### config.mk
export PLATFORM = sky130hd
export DESIGN_NAME = data_flash_protection
export DESIGN_NICKNAME = d
export VERILOG_FILES = /design/src/common/dfp_pkg.sv /design/src/hw/dfp_window.sv /design/src/hw/dfp_check.sv /design/src/hw/data_flash_protection.sv
export VERILOG_INCLUDE_DIRS = /design/src /design/src/common
export SDC_FILE = /design/constraint.sdc
export NUM_CORES = 1
export LEC_CHECK = 0
export BUFFER_PORTS_ARGS = -buffer_cell sky130_fd_sc_hd__buf_4
export CORE_MARGIN = 4
export CORE_UTILIZATION = 26
export CTS_CLUSTER_DIAMETER = 100
export DETAILED_ROUTE_END_ITERATION = 6
export GPL_TIMING_DRIVEN = 0
export PLACE_DENSITY_LB_ADDON = 0.15
export SLEW_MARGIN = 20
export SYNTH_ARGS = -nofsm -noshare
export SYNTH_HDL_FRONTEND = slang
export SYNTH_SLANG_ARGS = --single-unit
### constraint.sdc
create_clock -name sys_clk -period 1.8 [get_ports sys_clk]
set_input_delay 0.09 -clock sys_clk [delete_from_list [all_inputs] [get_ports sys_clk]]
set_output_delay 0.09 -clock sys_clk [all_outputs]
set_load 0.03 [all_outputs]
### src/common/dfp_consts.svh
// constants for the data flash protection block
`ifndef DFP_CONSTS_SVH
`define DFP_CONSTS_SVH

// register offsets on the plain register port
`define DFP_OFS_PROT     8'h00
`define DFP_OFS_STAT     8'h01
`define DFP_OFS_MASK     8'h02

// protection register layout
`define DFP_OPEN_BIT     7
`define DFP_SIZE_MSB     4
`define DFP_SIZE_LSB     0
`define DFP_PROT_FULL    8'h1F
`define DFP_PROT_RMASK   8'h9F
`define DFP_OPEN_RST     1'b0
`define DFP_SIZE_FULL    5'h1F

// status and mask layout
`define DFP_STAT_VIOL    0
`define DFP_STAT_DONE    1
`define DFP_STAT_WIDTH   2
`define DFP_STAT_RST     2'h0

// protected window geometry
`define DFP_BASE_ADDR    24'h10_0000
`define DFP_UNIT_SHIFT   8
`define DFP_UNIT_BYTES   24'h00_0100
`define DFP_ARRAY_BYTES  24'h00_2000
`define DFP_SECTOR_BYTES 24'h00_0100

`endif

### src/common/dfp_pkg.sv
// types for the data flash protection block
package dfp_pkg;

  // flash operation that asks to change data flash contents
  typedef enum logic [1:0] {
    DFP_OP_PROGRAM,
    DFP_OP_SECTOR_ERASE,
    DFP_OP_BLOCK_ERASE,
    DFP_OP_OTHER
  } dfp_op_kind_t;

  typedef struct packed {
    logic         valid;
    dfp_op_kind_t kind;
    logic [23:0]  addr;
  } dfp_op_req_t;

  typedef struct packed {
    logic       open;
    logic [4:0] size;
  } dfp_prot_t;

  typedef enum {
    DFP_ST_LOADING,
    DFP_ST_RUN
  } dfp_state_t;

endpackage

### src/hw/dfp_window.sv
// decodes the size field into the protected window length
`timescale 1ns/1ns
`include "dfp_consts.svh"
module dfp_window #(
  parameter logic [23:0] ARRAY_BYTES = `DFP_ARRAY_BYTES
) (
  input  wire logic [4:0]  sizeCode,  // protection size field
  output logic      [23:0] winBytes   // protected length from base
);
  logic [23:0] units;
  logic [23:0] rawBytes;

  // each size step adds one unit above the base, capped at array end
  assign units    = 24'(sizeCode) + 24'h00_0001;
  assign rawBytes = units << `DFP_UNIT_SHIFT;
  assign winBytes = (rawBytes > ARRAY_BYTES) ? ARRAY_BYTES : rawBytes;
endmodule

### src/hw/dfp_check.sv
// judges one flash operation against the protected window
`timescale 1ns/1ns
`include "dfp_consts.svh"
module dfp_check #(
  parameter logic [23:0] SECTOR_BYTES = `DFP_SECTOR_BYTES
) (
  input  wire dfp_pkg::dfp_op_req_t req,       // operation request
  input  wire logic                 protOpen,  // protection disabled
  input  wire logic [23:0]          winBytes,  // protected length
  output logic                      deny       // operation refused
);
  // true when the address falls in base .. base+len-1
  function automatic logic inWindow(input logic [23:0] a,
                                    input logic [23:0] len);
    logic [23:0] off;
    off = a - `DFP_BASE_ADDR;
    return (a >= `DFP_BASE_ADDR) && (off < len);
  endfunction

  logic [23:0] sectorBase;

  // the erase hits its whole sector, so check the sector start
  assign sectorBase = req.addr & ~(SECTOR_BYTES - 24'h00_0001);

  always_comb begin
    deny = 1'b0;
    if (!protOpen) begin
      case (req.kind)
        dfp_pkg::DFP_OP_PROGRAM:      deny = inWindow(req.addr, winBytes);
        dfp_pkg::DFP_OP_SECTOR_ERASE: deny = inWindow(sectorBase, winBytes);
        // smallest window is one sector, so a closed guard blocks it
        dfp_pkg::DFP_OP_BLOCK_ERASE:  deny = 1'b1;
        default:                      deny = 1'b0;
      endcase
    end
  end
endmodule

### src/hw/data_flash_protection.sv
// data flash protection: register, load at reset, operation guard
//
// Overview of operation
// - failed protection byte load clears open bit, sets all size bits
// - program or erase inside protected space is refused, violation set
// - block erase refused whenever any data flash sector is protected
// - open bit 7 low enables protection by size field; high disables it
// - five bit size field at bits 4..0 selects protected area size
// - window starts at 0x10_0000; codes 0..3 protect 256..1024 bytes
`timescale 1ns/1ns
`include "dfp_consts.svh"
module data_flash_protection #(
  parameter logic [23:0] ARRAY_BYTES  = `DFP_ARRAY_BYTES,
  parameter logic [23:0] SECTOR_BYTES = `DFP_SECTOR_BYTES
) (
  input  wire logic                 sys_clk,    // 50 MHz clock
  input  wire logic                 reset,      // sync, active high
  input  wire logic [7:0]           regAddr,    // register offset
  input  wire logic [7:0]           regWdata,   // register write data
  input  wire logic                 regWr,      // write strobe
  input  wire logic                 regRd,      // read strobe
  output logic      [7:0]           regRdata,   // read data, next cycle
  input  wire logic                 loadValid,  // protection byte fetched
  input  wire logic                 loadOk,     // fetch was error free
  input  wire logic [7:0]           loadByte,   // fetched protection byte
  input  wire dfp_pkg::dfp_op_req_t opReq,      // flash operation request
  output logic                      opGrant,    // operation allowed pulse
  output logic                      opDeny,     // operation refused pulse
  output logic                      irq         // level interrupt
);
  dfp_pkg::dfp_state_t              state_r;
  dfp_pkg::dfp_prot_t               prot_r;
  logic [`DFP_STAT_WIDTH-1:0]       stat_r;
  logic [`DFP_STAT_WIDTH-1:0]       mask_r;
  logic [7:0]                       rdata_r;
  logic                             grant_r;
  logic                             deny_r;
  logic                             irq_r;
  logic [23:0]                      winBytes;
  logic                             guardDeny;
  logic                             denyNow;
  logic                             grantNow;
  logic [7:0]                       protByte;
  logic                             wrProt;
  logic                             wrStat;
  logic                             wrMask;

  // address decode of the plain register port
  function automatic logic hit(input logic [7:0] a, input logic [7:0] o);
    return a == o;
  endfunction

  assign wrProt = regWr && hit(regAddr, `DFP_OFS_PROT);
  assign wrStat = regWr && hit(regAddr, `DFP_OFS_STAT);
  assign wrMask = regWr && hit(regAddr, `DFP_OFS_MASK);

  // reserved bits 6..5 always read zero
  assign protByte = {prot_r.open, 2'b00, prot_r.size};

  dfp_window #(
    .ARRAY_BYTES (ARRAY_BYTES)
  ) u_window (
    .sizeCode (prot_r.size),
    .winBytes (winBytes)
  );

  dfp_check #(
    .SECTOR_BYTES (SECTOR_BYTES)
  ) u_check (
    .req      (opReq),
    .protOpen (prot_r.open),
    .winBytes (winBytes),
    .deny     (guardDeny)
  );

  // until the byte is loaded the window is unknown, so refuse every program and erase
  always_comb begin
    denyNow  = 1'b0;
    grantNow = 1'b0;
    if (opReq.valid && opReq.kind != dfp_pkg::DFP_OP_OTHER) begin
      case (state_r)
        dfp_pkg::DFP_ST_LOADING: denyNow = 1'b1;
        dfp_pkg::DFP_ST_RUN: begin
          denyNow  = guardDeny;
          grantNow = !guardDeny;
        end
        default: denyNow = 1'b1;
      endcase
    end
  end

  // reset sequence state: waits for the protection byte fetch
  always_ff @(posedge sys_clk) begin
    if (reset) begin
      state_r <= dfp_pkg::DFP_ST_LOADING;
    end else begin
      case (state_r)
        dfp_pkg::DFP_ST_LOADING: begin
          if (loadValid) begin
            state_r <= dfp_pkg::DFP_ST_RUN;
          end
        end
        dfp_pkg::DFP_ST_RUN: state_r <= dfp_pkg::DFP_ST_RUN;
        default:             state_r <= dfp_pkg::DFP_ST_LOADING;
      endcase
    end
  end

  // protection register; the fetch wins over a software write
  always_ff @(posedge sys_clk) begin
    if (reset) begin
      prot_r.open <= `DFP_OPEN_RST;
      prot_r.size <= `DFP_SIZE_FULL;
    end else if (loadValid && state_r == dfp_pkg::DFP_ST_LOADING) begin
      if (loadOk) begin
        prot_r.open <= loadByte[`DFP_OPEN_BIT];
        prot_r.size <= loadByte[`DFP_SIZE_MSB:`DFP_SIZE_LSB];
      end else begin
        prot_r.open <= `DFP_OPEN_RST;
        prot_r.size <= `DFP_SIZE_FULL;
      end
    end else if (wrProt) begin
      prot_r.open <= regWdata[`DFP_OPEN_BIT];
      prot_r.size <= regWdata[`DFP_SIZE_MSB:`DFP_SIZE_LSB];
    end
  end

  // sticky status, write one to clear; a new event beats the clear
  always_ff @(posedge sys_clk) begin
    if (reset) begin
      stat_r <= `DFP_STAT_RST;
    end else begin
      if (wrStat) begin
        stat_r <= stat_r & ~regWdata[`DFP_STAT_WIDTH-1:0];
      end
      if (denyNow) begin
        stat_r[`DFP_STAT_VIOL] <= 1'b1;
      end
      if (grantNow) begin
        stat_r[`DFP_STAT_DONE] <= 1'b1;
      end
    end
  end

  // interrupt mask, same layout as status
  always_ff @(posedge sys_clk) begin
    if (reset) begin
      mask_r <= `DFP_STAT_RST;
    end else if (wrMask) begin
      mask_r <= regWdata[`DFP_STAT_WIDTH-1:0];
    end
  end

  // operation answer pulses, one cycle after the request
  always_ff @(posedge sys_clk) begin
    if (reset) begin
      grant_r <= 1'b0;
      deny_r  <= 1'b0;
    end else begin
      grant_r <= grantNow;
      deny_r  <= denyNow;
    end
  end

  // interrupt follows status one cycle late to stay a flop output
  always_ff @(posedge sys_clk) begin
    if (reset) begin
      irq_r <= 1'b0;
    end else begin
      irq_r <= |(stat_r & mask_r);
    end
  end

  // read data only in the cycle after the strobe, zero otherwise
  always_ff @(posedge sys_clk) begin
    if (reset) begin
      rdata_r <= 8'h00;
    end else if (regRd) begin
      case (regAddr)
        `DFP_OFS_PROT: rdata_r <= protByte;
        `DFP_OFS_STAT: rdata_r <= 8'(stat_r);
        `DFP_OFS_MASK: rdata_r <= 8'(mask_r);
        default:       rdata_r <= 8'h00;
      endcase
    end else begin
      rdata_r <= 8'h00;
    end
  end

  assign regRdata = rdata_r;
  assign opGrant  = grant_r;
  assign opDeny   = deny_r;
  assign irq      = irq_r;

  logic running;
  logic isProg;
  logic isBlock;
  logic isErase;
  logic atFirst;
  assign running = state_r == dfp_pkg::DFP_ST_RUN;
  assign isProg  = opReq.valid && opReq.kind == dfp_pkg::DFP_OP_PROGRAM;
  assign isBlock = opReq.valid && opReq.kind == dfp_pkg::DFP_OP_BLOCK_ERASE;
  assign isErase = opReq.valid &&
                   opReq.kind == dfp_pkg::DFP_OP_SECTOR_ERASE;
  // first sector of the window, protected at every size code
  assign atFirst = opReq.addr >= `DFP_BASE_ADDR &&
                   opReq.addr <  `DFP_BASE_ADDR + `DFP_UNIT_BYTES;
endmodule

## Word level (Yosys, flattened, before mapping)

Cells that the tools add are included.

| word-level totals | value |
|---|---|
| flip-flop bits (word level) | 53 |
| input port bits | 57 |
| output and inout bits | 11 |

| cells by class | value |
|---|---|
| add/sub/neg operators | 3 |
| magnitude comparators | 5 |
| equal/unequal tests | 7 |
| mux-type cells | 16 |
| bitwise logic cells | 4 |
| reduce and logical (&&, ||, !) cells | 17 |

Operators with widths:

| cell | count |
|---|---|
| 32-bit zero test | 2 |
| 32-bit case mux with 2 select lines | 1 |
| 24-bit by 21-bit greater-or-equal comparator with 1-bit output (second input constant) | 2 |
| 24-bit less-than comparator | 2 |
| 24-bit by 21-bit subtractor with 24-bit output (second input constant) | 2 |
| 32-bit by 1-bit == test with 1-bit output (second input constant) | 1 |
| 32-bit two-way mux | 1 |
| 24-bit by 14-bit > comparator with 1-bit output (second input constant) | 1 |
| 24-bit two-way mux | 1 |
| 8-bit case mux with 3 select lines | 1 |
| 6-bit two-way mux | 3 |
| 8-bit by 1-bit == test with 1-bit output (second input constant) | 1 |
| 8-bit by 2-bit == test with 1-bit output (second input constant) | 1 |
| 8-bit zero test | 1 |
| 1-bit logical AND | 7 |
| 1-bit two-way mux | 7 |
| 5-bit by 1-bit adder with 6-bit output (second input constant) | 1 |
| 2-bit nonzero test | 3 |
| 2-bit AND | 2 |
| 2-bit inequality test (second input constant) | 2 |
| 2-bit OR reduction | 2 |
| 1-bit case mux with 3 select lines | 1 |
| 2-bit by 1-bit == test with 1-bit output (second input constant) | 1 |
| 2-bit == test (second input constant) | 1 |
| 5 further kinds | 5 |

## Logic depth before layout (Yosys ltp)

Gate-level depths: netlist of run 1.

| logic depth | value |
|---|---|
| depth after elaboration | 11 |
| mapped depth | 9 |

## Hierarchy

Synthesis of run 1 repeated with hierarchy kept, for this count alone.

| second synthesis, totals | value |
|---|---|
| cell total of the unflattened synthesis | 223 |
| area total of the unflattened synthesis | 1824.2 µm² |

Modules (own cells, without submodules):

| module | instances | cells each | area each (µm²) | seq. area each (µm²) |
|---|---|---|---|---|
| data_flash_protection | 1 | 85 | 834.6 | 400.4 |
| dfp_check | 1 | 105 | 749.5 | 0.0 |
| dfp_window | 1 | 33 | 240.2 | 0.0 |

## Worst setup path before layout of run 1

Ideal clock, no wire load.

| path | value |
|---|---|
| path kind | flip-flop to flip-flop |
| start | register prot_r (netlist bit protByte[0]) |
| end | register stat_r[0] |
| arrival | 1883 ps |
| data required time | 1683 ps |
| slack | -200 ps |
| stages on the path, launching flop included | 10 |
| buffers on the path | 0 |
| clock period less this slack | 2000 ps |
| path through | dfxtp_1 -> ha_1 -> nand3_1 -> nand4_1 -> nand2_1 -> ha_1 -> o211ai_2 -> a2111oi_4 -> o21bai_1 -> a32o_1 |

| on the way | value |
|---|---|
| longest elaborated chain between the ends | 10 |

RTL lines:

| what | line | RTL |
|---|---|---|
| start, declared | data_flash_protection.sv:32 | `dfp_pkg::dfp_prot_t prot_r;` |
| 5-bit by 1-bit adder with 6-bit output (*) | dfp_window.sv:14 | `assign units = 24'(sizeCode) + 24'h00_0001;` |
| 24-bit by 14-bit > comparator with 1-bit output | dfp_window.sv:16 | `assign winBytes = (rawBytes > ARRAY_BYTES) ? ARRAY_BYTES : rawBytes;` |
| 24-bit two-way mux (*) | dfp_window.sv:16 |  |
| 24-bit less-than comparator | dfp_check.sv:17 | `` return (a >= `DFP_BASE_ADDR) && (off < len); `` |
| 1-bit logical AND | dfp_check.sv:17 |  |
| 1-bit case mux with 3 select lines (*) | dfp_check.sv:28 | `case (req.kind)` |
| 1-bit two-way mux (*) | dfp_check.sv:27 | `if (!protOpen) begin` |
| 1-bit two-way mux (*) | data_flash_protection.sv:81 | `case (state_r)` |
| 1-bit two-way mux (*) | data_flash_protection.sv:80 | `if (opReq.valid && opReq.kind != dfp_pkg::DFP_OP_OTHER) begin` |
| 1-bit two-way mux or 2-bit nonzero test (tied branches) | - |  |
| end signal, assigned | data_flash_protection.sv:131 | `` stat_r <= `DFP_STAT_RST; `` |
| end signal, assigned | data_flash_protection.sv:134 | `` stat_r <= stat_r & ~regWdata[`DFP_STAT_WIDTH-1:0]; `` |
| end, declared | data_flash_protection.sv:33 | `` logic [`DFP_STAT_WIDTH-1:0] stat_r; `` |

Mark *: on every way between the ends. The rest lies on a longest branch, timed or not.
A chain may end at the register's enable or synchronous reset.

## Final worst setup path of run 1

Ends and elaborated chain as after synthesis.

==> results of run 1 <==
tightest hold or removal path, delay by kind of cell:
kind | cells | cell delay [ps]
buffers and inverters | 1 | 90
and+or+nand+nor | 2 | 90
flip-flops by register name (all words and copies together), names as in the netlist:
signal and cells:
protByte 6, regRdata 6, mask_r 2, stat_r 2, irq 1, opDeny 1, opGrant 1, state_r 1
cells by family after synthesis:
group                    count (synthesis)
adder cells (fa/ha/maj)                  6
buffers and inverters                    7
other                                    1
flip-flops                              20
AO/OA/AOI/OAI                           19
multiplexers                             9
AND/OR/NAND/NOR                         52
XOR/XNOR                                 3
cells in the final DEF, fill, tap and decap left out, drive strengths merged:
master	n
a2111oi	1
a211oi	1
a21oi	7
a221oi	1
a22oi	2
a31oi	1
a32o	1
and2	6
and3	2
buf	57
clkbuf	5
conb	2
dfxtp	20
ha	6
inv	3
mux2i	9
nand2	7
nand2b	1
nand3	5
nand3b	1
nand4	2
nand4b	1
nor2	17
nor2b	2
nor3	2
nor3b	1
nor4	3
nor4b	2
o211ai	2
o21bai	1
o31ai	1
o32ai	1
xnor2	2
xor2	1
worst paths after layout:
path | from | end | slack (ps)
min | loadValid | state_r[0] | 50
max reg2reg | protByte[0] | stat_r[0] | -150
max | protByte[0] | stat_r[0] | -150
min reg2reg | state_r[0] | state_r[0] | 500
metrics by stage:
stage / worst slack (ps) / area, sq um / utilization (%) / TNS, ps / hold WS [ps]
final: -147.8 / 1719 / 42.67 / -449.3 / 49.79
after global routing: -248.3 / 1719 / 42.67 / -864.4 / 62.06
after CTS: -189.1 / 1719 / 42.67 / -591.0 / 51.31
after detailed placement: -192.7 / 1602 / 39.75 / -639.2 / 318.4
after global placement: -174.4 / 1602 / 39.75 / -569.8 / 309.4
after floorplan: -40.76 / 1156 / - / -90.07 / 205.8
repair_timing:
action | CTS | global route
resized for setup | 6 | 0
setup endpoints to repair | 4 | 4
pin swaps | 8 | 2
setup buffers | 3 | 0
routing by layer:
| layer | vias up | GRT usage, % | share of wire, % |
|---|---|---|---|
| met5 | - | 0 | 0 |
| met4 | 0 | 2.459 | 0.90 |
| met3 | 4 | 3.030 | 8.5 |
| met2 | 39 | 21.34 | 48 |
| met1 | 469 | 13.64 | 43 |
| li1 | 540 | - | - |
power groups by stage:
stage / Sequential, mW / Clock [mW] / Combinational [mW]
finish: 0.468 / 0.389 / 0.252
global placement: 0.480 / 0 / 0.230
global route: 0.471 / 0.421 / 0.277
CTS: 0.468 / 0.395 / 0.254
floorplan: 0.480 / 0 / 0.127
detailed placement: 0.481 / 0 / 0.236
Yosys cell counts (3+ instances only):
cell | instances | area, sq um
nand2_1 | 7 | 26.28
dfxtp_1 | 20 | 400.4
nand3_1 | 4 | 20.02
a21oi_1 | 7 | 35.03
ha_1 | 6 | 75.07
nor2_1 | 16 | 60.06
and2_1 | 5 | 31.28
inv_1 | 3 | 11.26
mux2i_1 | 9 | 90.09
cell type report:
type / instances / area share [%]
Timing Repair Buffer: 54 / 23.58
Sequential cell: 20 / 23.87
Multi-Input combinational cell: 91 / 42.94
Buffer: 4 / 1.456
Inverter: 3 / 0.6550
Clock buffer: 4 / 3.857
Tap cell: 50 / 3.639
==> run metrics, run 1 <==
Comb power frac a little under a quarter; pwr/cell area about 650 mW/mm^2; Final Hold Fails 0; DRT antenna net count 0; initial drt markers 24; Max Fclk between 0.5 and 0.6 GHz; largest family of logic cells by synthesized area simple AND/OR/NAND/NOR gates; number of synthesized register bits 20; Internal between 800 and 900 uW; Synth Area in Compound Gates approximately 15%; Placed Instances approximately 220; First-pass DRT Iterations 4; CTS Buf Count 3; unique cell type count in the Yosys netlist 42; data arrival time of the critical path 2100 ps; DP HPWL 2504 um; final max-slew violation count 0; clock sinks 20; Avg WL per Cell approximately 13 um; CP top delay family compound AO/OA/AOI/OAI gates; status finished with violations; starting density of the core 27.20%; Vert. Die Dim 72.93 um; clk slew on worst S/H paths around 80 ps; Worst path slowest cell dfxtp_4; gpl congestion just over 0.8; net load switching power between 200 and 300 uW; Flop pwr share about 42%; total grt overflow 0; max cap viols 0; Rows 23; Register Area about 400 sq um; switching share of power around a quarter; ys flop type dfxtp_1; peak supply drop 257.8 uV; RSZ-0062 raised after global routing yes; Synth Warn # 0; TritonCTS clock tree done; number of flops mapped to enable cells by yosys 0; die area approximately 0.0053 sq mm; share of cells above drive strength 1 around 47%; # diodes 0; setup violators final 4; Non-Filler Instances 226; fill count 418; Critical Path Max Stage Delay about 380 ps; WP buf/inv 0; crit path time final between 1500 and 2000 ps; H-Tree Depth 1; initial antenna violation count 0; Critical Path RT 1950 ps; clock skew approximately 2.3 ps; post-route worst setup slack -147.8 ps; clock root buffer clkbuf_8; worst setup path class reg -> reg; Period Utilization, post-route 108.2%; LEAKAGE slightly below 0.8 nW; worst hold path class in -> reg; Clk pwr share a little over a third; Area growth syn-to-layout 56.85%; Nets 240; Async SR Flop Fraction 0%; failing checks negative setup slack; vias post-DR about 1100; Seq/Total Area, Yosys a little over a third; Hold Crit Depth 3; Skew-Pair Late Insertion Delay roughly 250 ps; Post-Synth XOR/XNOR Area about 2.4%; Core Area around 0.0040 sq mm; Synth Area in Adders under 10%; Port Buf Inserts 51; vias in the first global route around 1100; Residual DRC 0; drt via density between 4 and 5; first-pass GRT wire length a little under 5000 um; Die Wd 72.93 um; Cell Area, Synth 0.001096 sq mm; CP Cell Sequence ha_4 -> nand3_2 -> nand4_1 -> nand2_2 -> ha_4 -> o211ai_4 -> a2111oi_4 -> o21bai_1 -> a32o_1; mux contribution to synthesized area about 8.2%; post-synthesis simple-gate area fraction a little over a quarter; Top-Level Pins 68; GRT Total Usage a little under an eighth; multi-input logic area 738.2 sq um; Startpoint Class flip-flop; power consumption 1.110 mW; Crit. End Element flip-flop; largest net degree at the start of global routing 13; synthesized instance count 117; cell mode on critical path ha_4; clock buffer depth 2; CTS Hold Buffers Added 0; Worst Reg2Reg Path Length in Cells 9; CP max FO 4; WL final roughly 3000 um; Worst path depth 9; mean area per synthesized cell ~9.4 sq um
Power figures use the tool's default switching activity.
==> run 2, diff against run 1 <==
--- a/config.mk
+++ b/config.mk
@@ -7,6 +7,7 @@
 export NUM_CORES = 1
 export LEC_CHECK = 0
 export BUFFER_PORTS_ARGS = -buffer_cell sky130_fd_sc_hd__buf_4
+export CORE_ASPECT_RATIO = 0.8
 export CORE_MARGIN = 4
 export CORE_UTILIZATION = 26
 export CTS_CLUSTER_DIAMETER = 100
==> constraint.sdc (replaced) <==
create_clock -name sys_clk -period 2.15 [get_ports sys_clk]
set_input_delay 0.1075 -clock sys_clk [delete_from_list [all_inputs] [get_ports sys_clk]]
set_output_delay 0.1075 -clock sys_clk [all_outputs]
set_load 0.03 [all_outputs]
==> run metrics, run 2 (synthesis results as in run 1) <==
die area approximately 0.0053 sq mm; r2r startpoint protByte[0]; Startpoint Class flip-flop; met1 wire length roughly 1300 um; clk slew on worst S/H paths ~70 ps; DP HPWL roughly 2400 um; Max Fclk approximately 0.49 GHz; Vert. Die Dim 66.08 um; Final Hold Fails 0; Period Utilization, post-route a little over nine tenths; vias post-DR roughly 1000; status finished clean; Top-Level Pins between 60 and 70; starting density of the core between 20% and 30%; TritonCTS clock tree done; Area growth syn-to-layout 53.65%; Worst Reg2Reg Path Length in Cells 8; # diodes 0; Residual DRC 0; CP max FO 5; fin util around 43%; Crit. End Element flip-flop; data arrival time of the critical path 2190 ps; area post-placement ~0.0016 sq mm; clock buffer depth 2; Critical Path Source protByte[0]; Rows 20; Skew-Pair Late Insertion Delay roughly 250 ps; met2 wire length between 1000 and 1500 um; clock sinks 20; most common cell after layout, fill and taps aside buf_4; Core Area a little under 0.004 sq mm; final instance area around 0.0017 sq mm; Critical Path RT 2300 ps; total grt overflow 0; CTS Buf Count 3; r2r endpoint stat_r[0]; final max-slew violation count 0; power consumption 872.5 uW; worst setup path class reg -> reg; clock skew 2.771 ps; LEAKAGE slightly below 0.8 nW; Port Buf Inserts 51; initial antenna violation count 0; First-pass DRT Iterations 4; pwr/cell area around 520 mW/mm^2; Avg WL per Cell 12.83 um; DRT antenna net count 0; gpl congestion about 0.78; initial drt markers 43; worst hold path class in -> reg; GRT Total Usage between 10% and 20%; max cap viols 0; H-Tree Depth 1; peak supply drop approximately 210 uV; Worst setup endpoint stat_r[0]; FF-to-FF setup slack roughly 110 ps; highest layer used for signal routing met4; largest net degree at the start of global routing 12; routed length on met3 200 um; Die Wd 80.59 um; most frequent cells in the layout buf_4 (54), dfxtp_1 (17), nor2_1 (16), mux2i_1 (9); setup violators final 0; CTS Hold Buffers Added 0; drt via density roughly 4.5; Nets approximately 240; crit path time final just over 2000 ps; clock root buffer clkbuf_8; vias in the first global route about 1100; WL final roughly 2900 um; share of cells above drive strength 1 a little under half; first-pass GRT wire length 4733 um
run 2: cell types whose count changed in the layout (fill, tap and decap cells not counted), sizes merged:
| cell | before | now |
|---|---|---|
| buf | 57 | 55 |
run 2: where the power goes:
| group | total (mW) | internal, mW | switching (mW) |
|---|---|---|---|
| combinational | 0.199 | 0.111 | 0.0886 |
| clock | 0.281 | 0.163 | 0.118 |
| sequential | 0.392 | 0.380 | 0.0118 |
run 2: layout make-up:
cell class / instances / area, sq um
Fill cell: 416 / 2245
Multi-Input combinational cell: 91 / 724.4
Sequential cell: 20 / 409.1
Timing Repair Buffer: 52 / 390.4
Tap cell: 55 / 68.82
Clock buffer: 4 / 55.05
Buffer: 4 / 25.02
Inverter: 3 / 11.26
run 2: stage by stage:
step / setup slack [ps] / instances / hold WS [ps] / TNS [ps]
after floorplan: 150.0 / 118 / 223.3 / 0
after global placement: -63.93 / 224 / 331.9 / -111.9
after detailed placement: -66.21 / 224 / 336.7 / -109.7
after CTS: 5.623 / 228 / 71.40 / 0
after global routing: -21.85 / 229 / 105.0 / -21.85
final: 105.3 / 229 / 77.89 / 0
run 2: worst min path at each step:
stage	from	endpoint	slack [ps]	depth (start not counted)
5_1_grt	loadByte[0]	protByte[0]	100	3
3_5_place_dp	loadValid	state_r[0]	340	3
6_report	loadValid	state_r[0]	80	3
3_3_place_gp	loadValid	state_r[0]	330	3
4_1_cts	loadValid	state_r[0]	70	3
2_1_floorplan	loadValid	state_r[0]	220	2
run 2: critical path: stages (launching register included):
cell and delay, ps:
dfxtp_4 380, ha_4 150, xor2_1 160, nand2_1 120
ha_4 300, o211ai_4 90, a2111oi_4 400, o21bai_1 120
a32o_1 220
run 2: what timing repair did:
action                     in CTS  in global routing
setup buffers                   0                  1
setup endpoints to repair       3                  4
pin swaps                       1                  5
resized for setup               2                 11
gates cloned                    0                  0
run 2: per-layer routing:
metal,vias up,GRT usage (%)
li1,535,-
met1,461,14.24
met2,28,18.70
met3,2,4.496
met4,0,2.532
met5,-,0
==> run 3, diff against run 2 <==
--- a/config.mk
+++ b/config.mk
@@ -9,7 +9,7 @@
 export BUFFER_PORTS_ARGS = -buffer_cell sky130_fd_sc_hd__buf_4
 export CORE_ASPECT_RATIO = 0.8
 export CORE_MARGIN = 4
-export CORE_UTILIZATION = 26
+export CORE_UTILIZATION = 42
 export CTS_CLUSTER_DIAMETER = 100
 export DETAILED_ROUTE_END_ITERATION = 6
 export GPL_TIMING_DRIVEN = 0
==> run metrics, run 3 (synthesis results as in run 1) <==
Max Fclk around 0.48 GHz; worst setup path class reg -> reg; fill count ~220; initial antenna violation count 0; setup TNS 0 ps; Comb power frac roughly 23%; initial drt markers 23; max cap viols 0; met3 usage under 10%; post-route worst setup slack roughly 80 ps; share of cells above drive strength 1 a little under half; Startpoint Class flip-flop; clock root buffer clkbuf_4; Core Area between 0.002 and 0.0025 sq mm; clock skew slightly above 4 ps; DP HPWL between 2000 and 2500 um; drt via density between 5 and 6; clk slew on worst S/H paths 110 ps; First-pass DRT Iterations 3; CTS Buf Count 3; Period Utilization, post-route between 90% and 100%; total grt overflow 0; vias post-DR around 1100; Internal 684.9 uW; largest net degree at the start of global routing 13; LEAKAGE 0.7842 nW; Nets 239; most used routing layer in global routing met2; Crit. End Element flip-flop; worst hold path class in -> reg; Critical Path RT 2360 ps; TritonCTS clock tree done; met1 Use GR roughly a fifth; Flop pwr share between 40% and 50%; crit path time final roughly 2100 ps; net load switching power approximately 230 uW; GRT Total Usage 15.98%; starting density of the core 44.51%; Rows 16; Die Wd around 65 um; most common cell after layout, fill and taps aside buf_4; clock buffer depth 2; DRT antenna net count 0; Area growth syn-to-layout 54.91%; die area between 0.003 and 0.004 sq mm; multi-input logic area 753.2 sq um; Residual DRC 0; final hold slack approximately 23 ps; gpl congestion 0.8919; final max-slew violation count 0; Vert. Die Dim around 54 um; Avg WL per Cell about 14 um; Port Buf Inserts approximately 50; clock sinks 20; Register Area between 400 and 500 sq um; first-pass GRT wire length ~4300 um; Top-Level Pins just under 70; CP max FO 4; Skew-Pair Late Insertion Delay ~300 ps; status finished clean; peak supply drop approximately 500 uV; WL final 2971 um; most frequent cells in the layout buf_4 (55), nor2_1 (16), dfxtp_1 (16), mux2i_1 (9), a21oi_1 (7); vias in the first global route 970; switching share of power around 25%; Clk pwr share 33.6%; CTS Hold Buffers Added 0; pwr/cell area around 540 mW/mm^2; setup violators final 0; dpl ws -35.12 ps; # diodes 0; RSZ-0062 raised after global routing yes; GRT met2 Usage between 20% and 30%; H-Tree Depth 1; Final Hold Fails 0; data arrival time of the critical path ~2300 ps
run 3: changes by cell type in the layout (fill, tap and decap cells not counted), moves of 2 or more:
cell,before,now
clkbuf_8,4,0
clkbuf_4,0,3
nand3_2,3,1
nand3_4,0,2
run 3: what timing repair did:
item                                    CTS  global route
gates resized for setup                   1            19
pin swaps                                 2            12
setup buffers                             0             2
endpoints found under the setup margin    3             4
run 3: worst paths after layout:
check,startpoint,end,slack [ps],depth (start not counted)
hold reg to reg,protByte[7],regRdata[7],540,1
hold / removal,loadValid,state_r[0],20,3
setup reg to reg,protByte[1],stat_r[0],80,9
setup / recovery,protByte[1],stat_r[0],80,9
run 3: area by class of cell:
| class | instances | area share [%] |
|---|---|---|
| Tap cell | 36 | 2.653 |
| Sequential cell | 20 | 24.32 |
| Clock buffer | 3 | 1.326 |
| Buffer | 4 | 1.474 |
| Clock inverter | 1 | 1.769 |
| Inverter | 3 | 0.6632 |
| Timing Repair Buffer | 53 | 23.43 |
| Multi-Input combinational cell | 91 | 44.36 |
run 3: metal layers:
metal	wire [um]	share of wire (%)
met5	0	0
met4	55	1.9
met3	161	5.4
met2	1457	49
met1	1296	44
run 3: stage by stage:
stage                     power [mW]  cells  utilization, %  instance area [sq um]
after floorplan               0.4922    118               -                   1100
after global placement        0.5751    205           62.04                   1528
after detailed placement      0.5806    205           62.04                   1528
after CTS                     0.8795    209           64.23                   1582
after global routing          0.9540    211           68.95                   1698
final                         0.9100    211           68.95                   1698
run 3: worst max-delay path: stages, from the launching register on:
cell,delay (ps)
dfxtp_4,390
ha_4,160
nand3_4,70
nand4_1,130
nand2_1,100
ha_4,280
o211ai_4,90
a2111oi_4,400
o21bai_1,150
a32o_1,210
run 3: power by group through the flow:
stage / logic [mW] / registers, mW / clock network (mW)
2_1_floorplan: 0.0913 / 0.401 / 0
3_3_place_gp: 0.175 / 0.400 / 0
3_5_place_dp: 0.180 / 0.401 / 0
4_1_cts: 0.181 / 0.392 / 0.306
5_1_grt: 0.230 / 0.395 / 0.329
6_report: 0.211 / 0.393 / 0.306
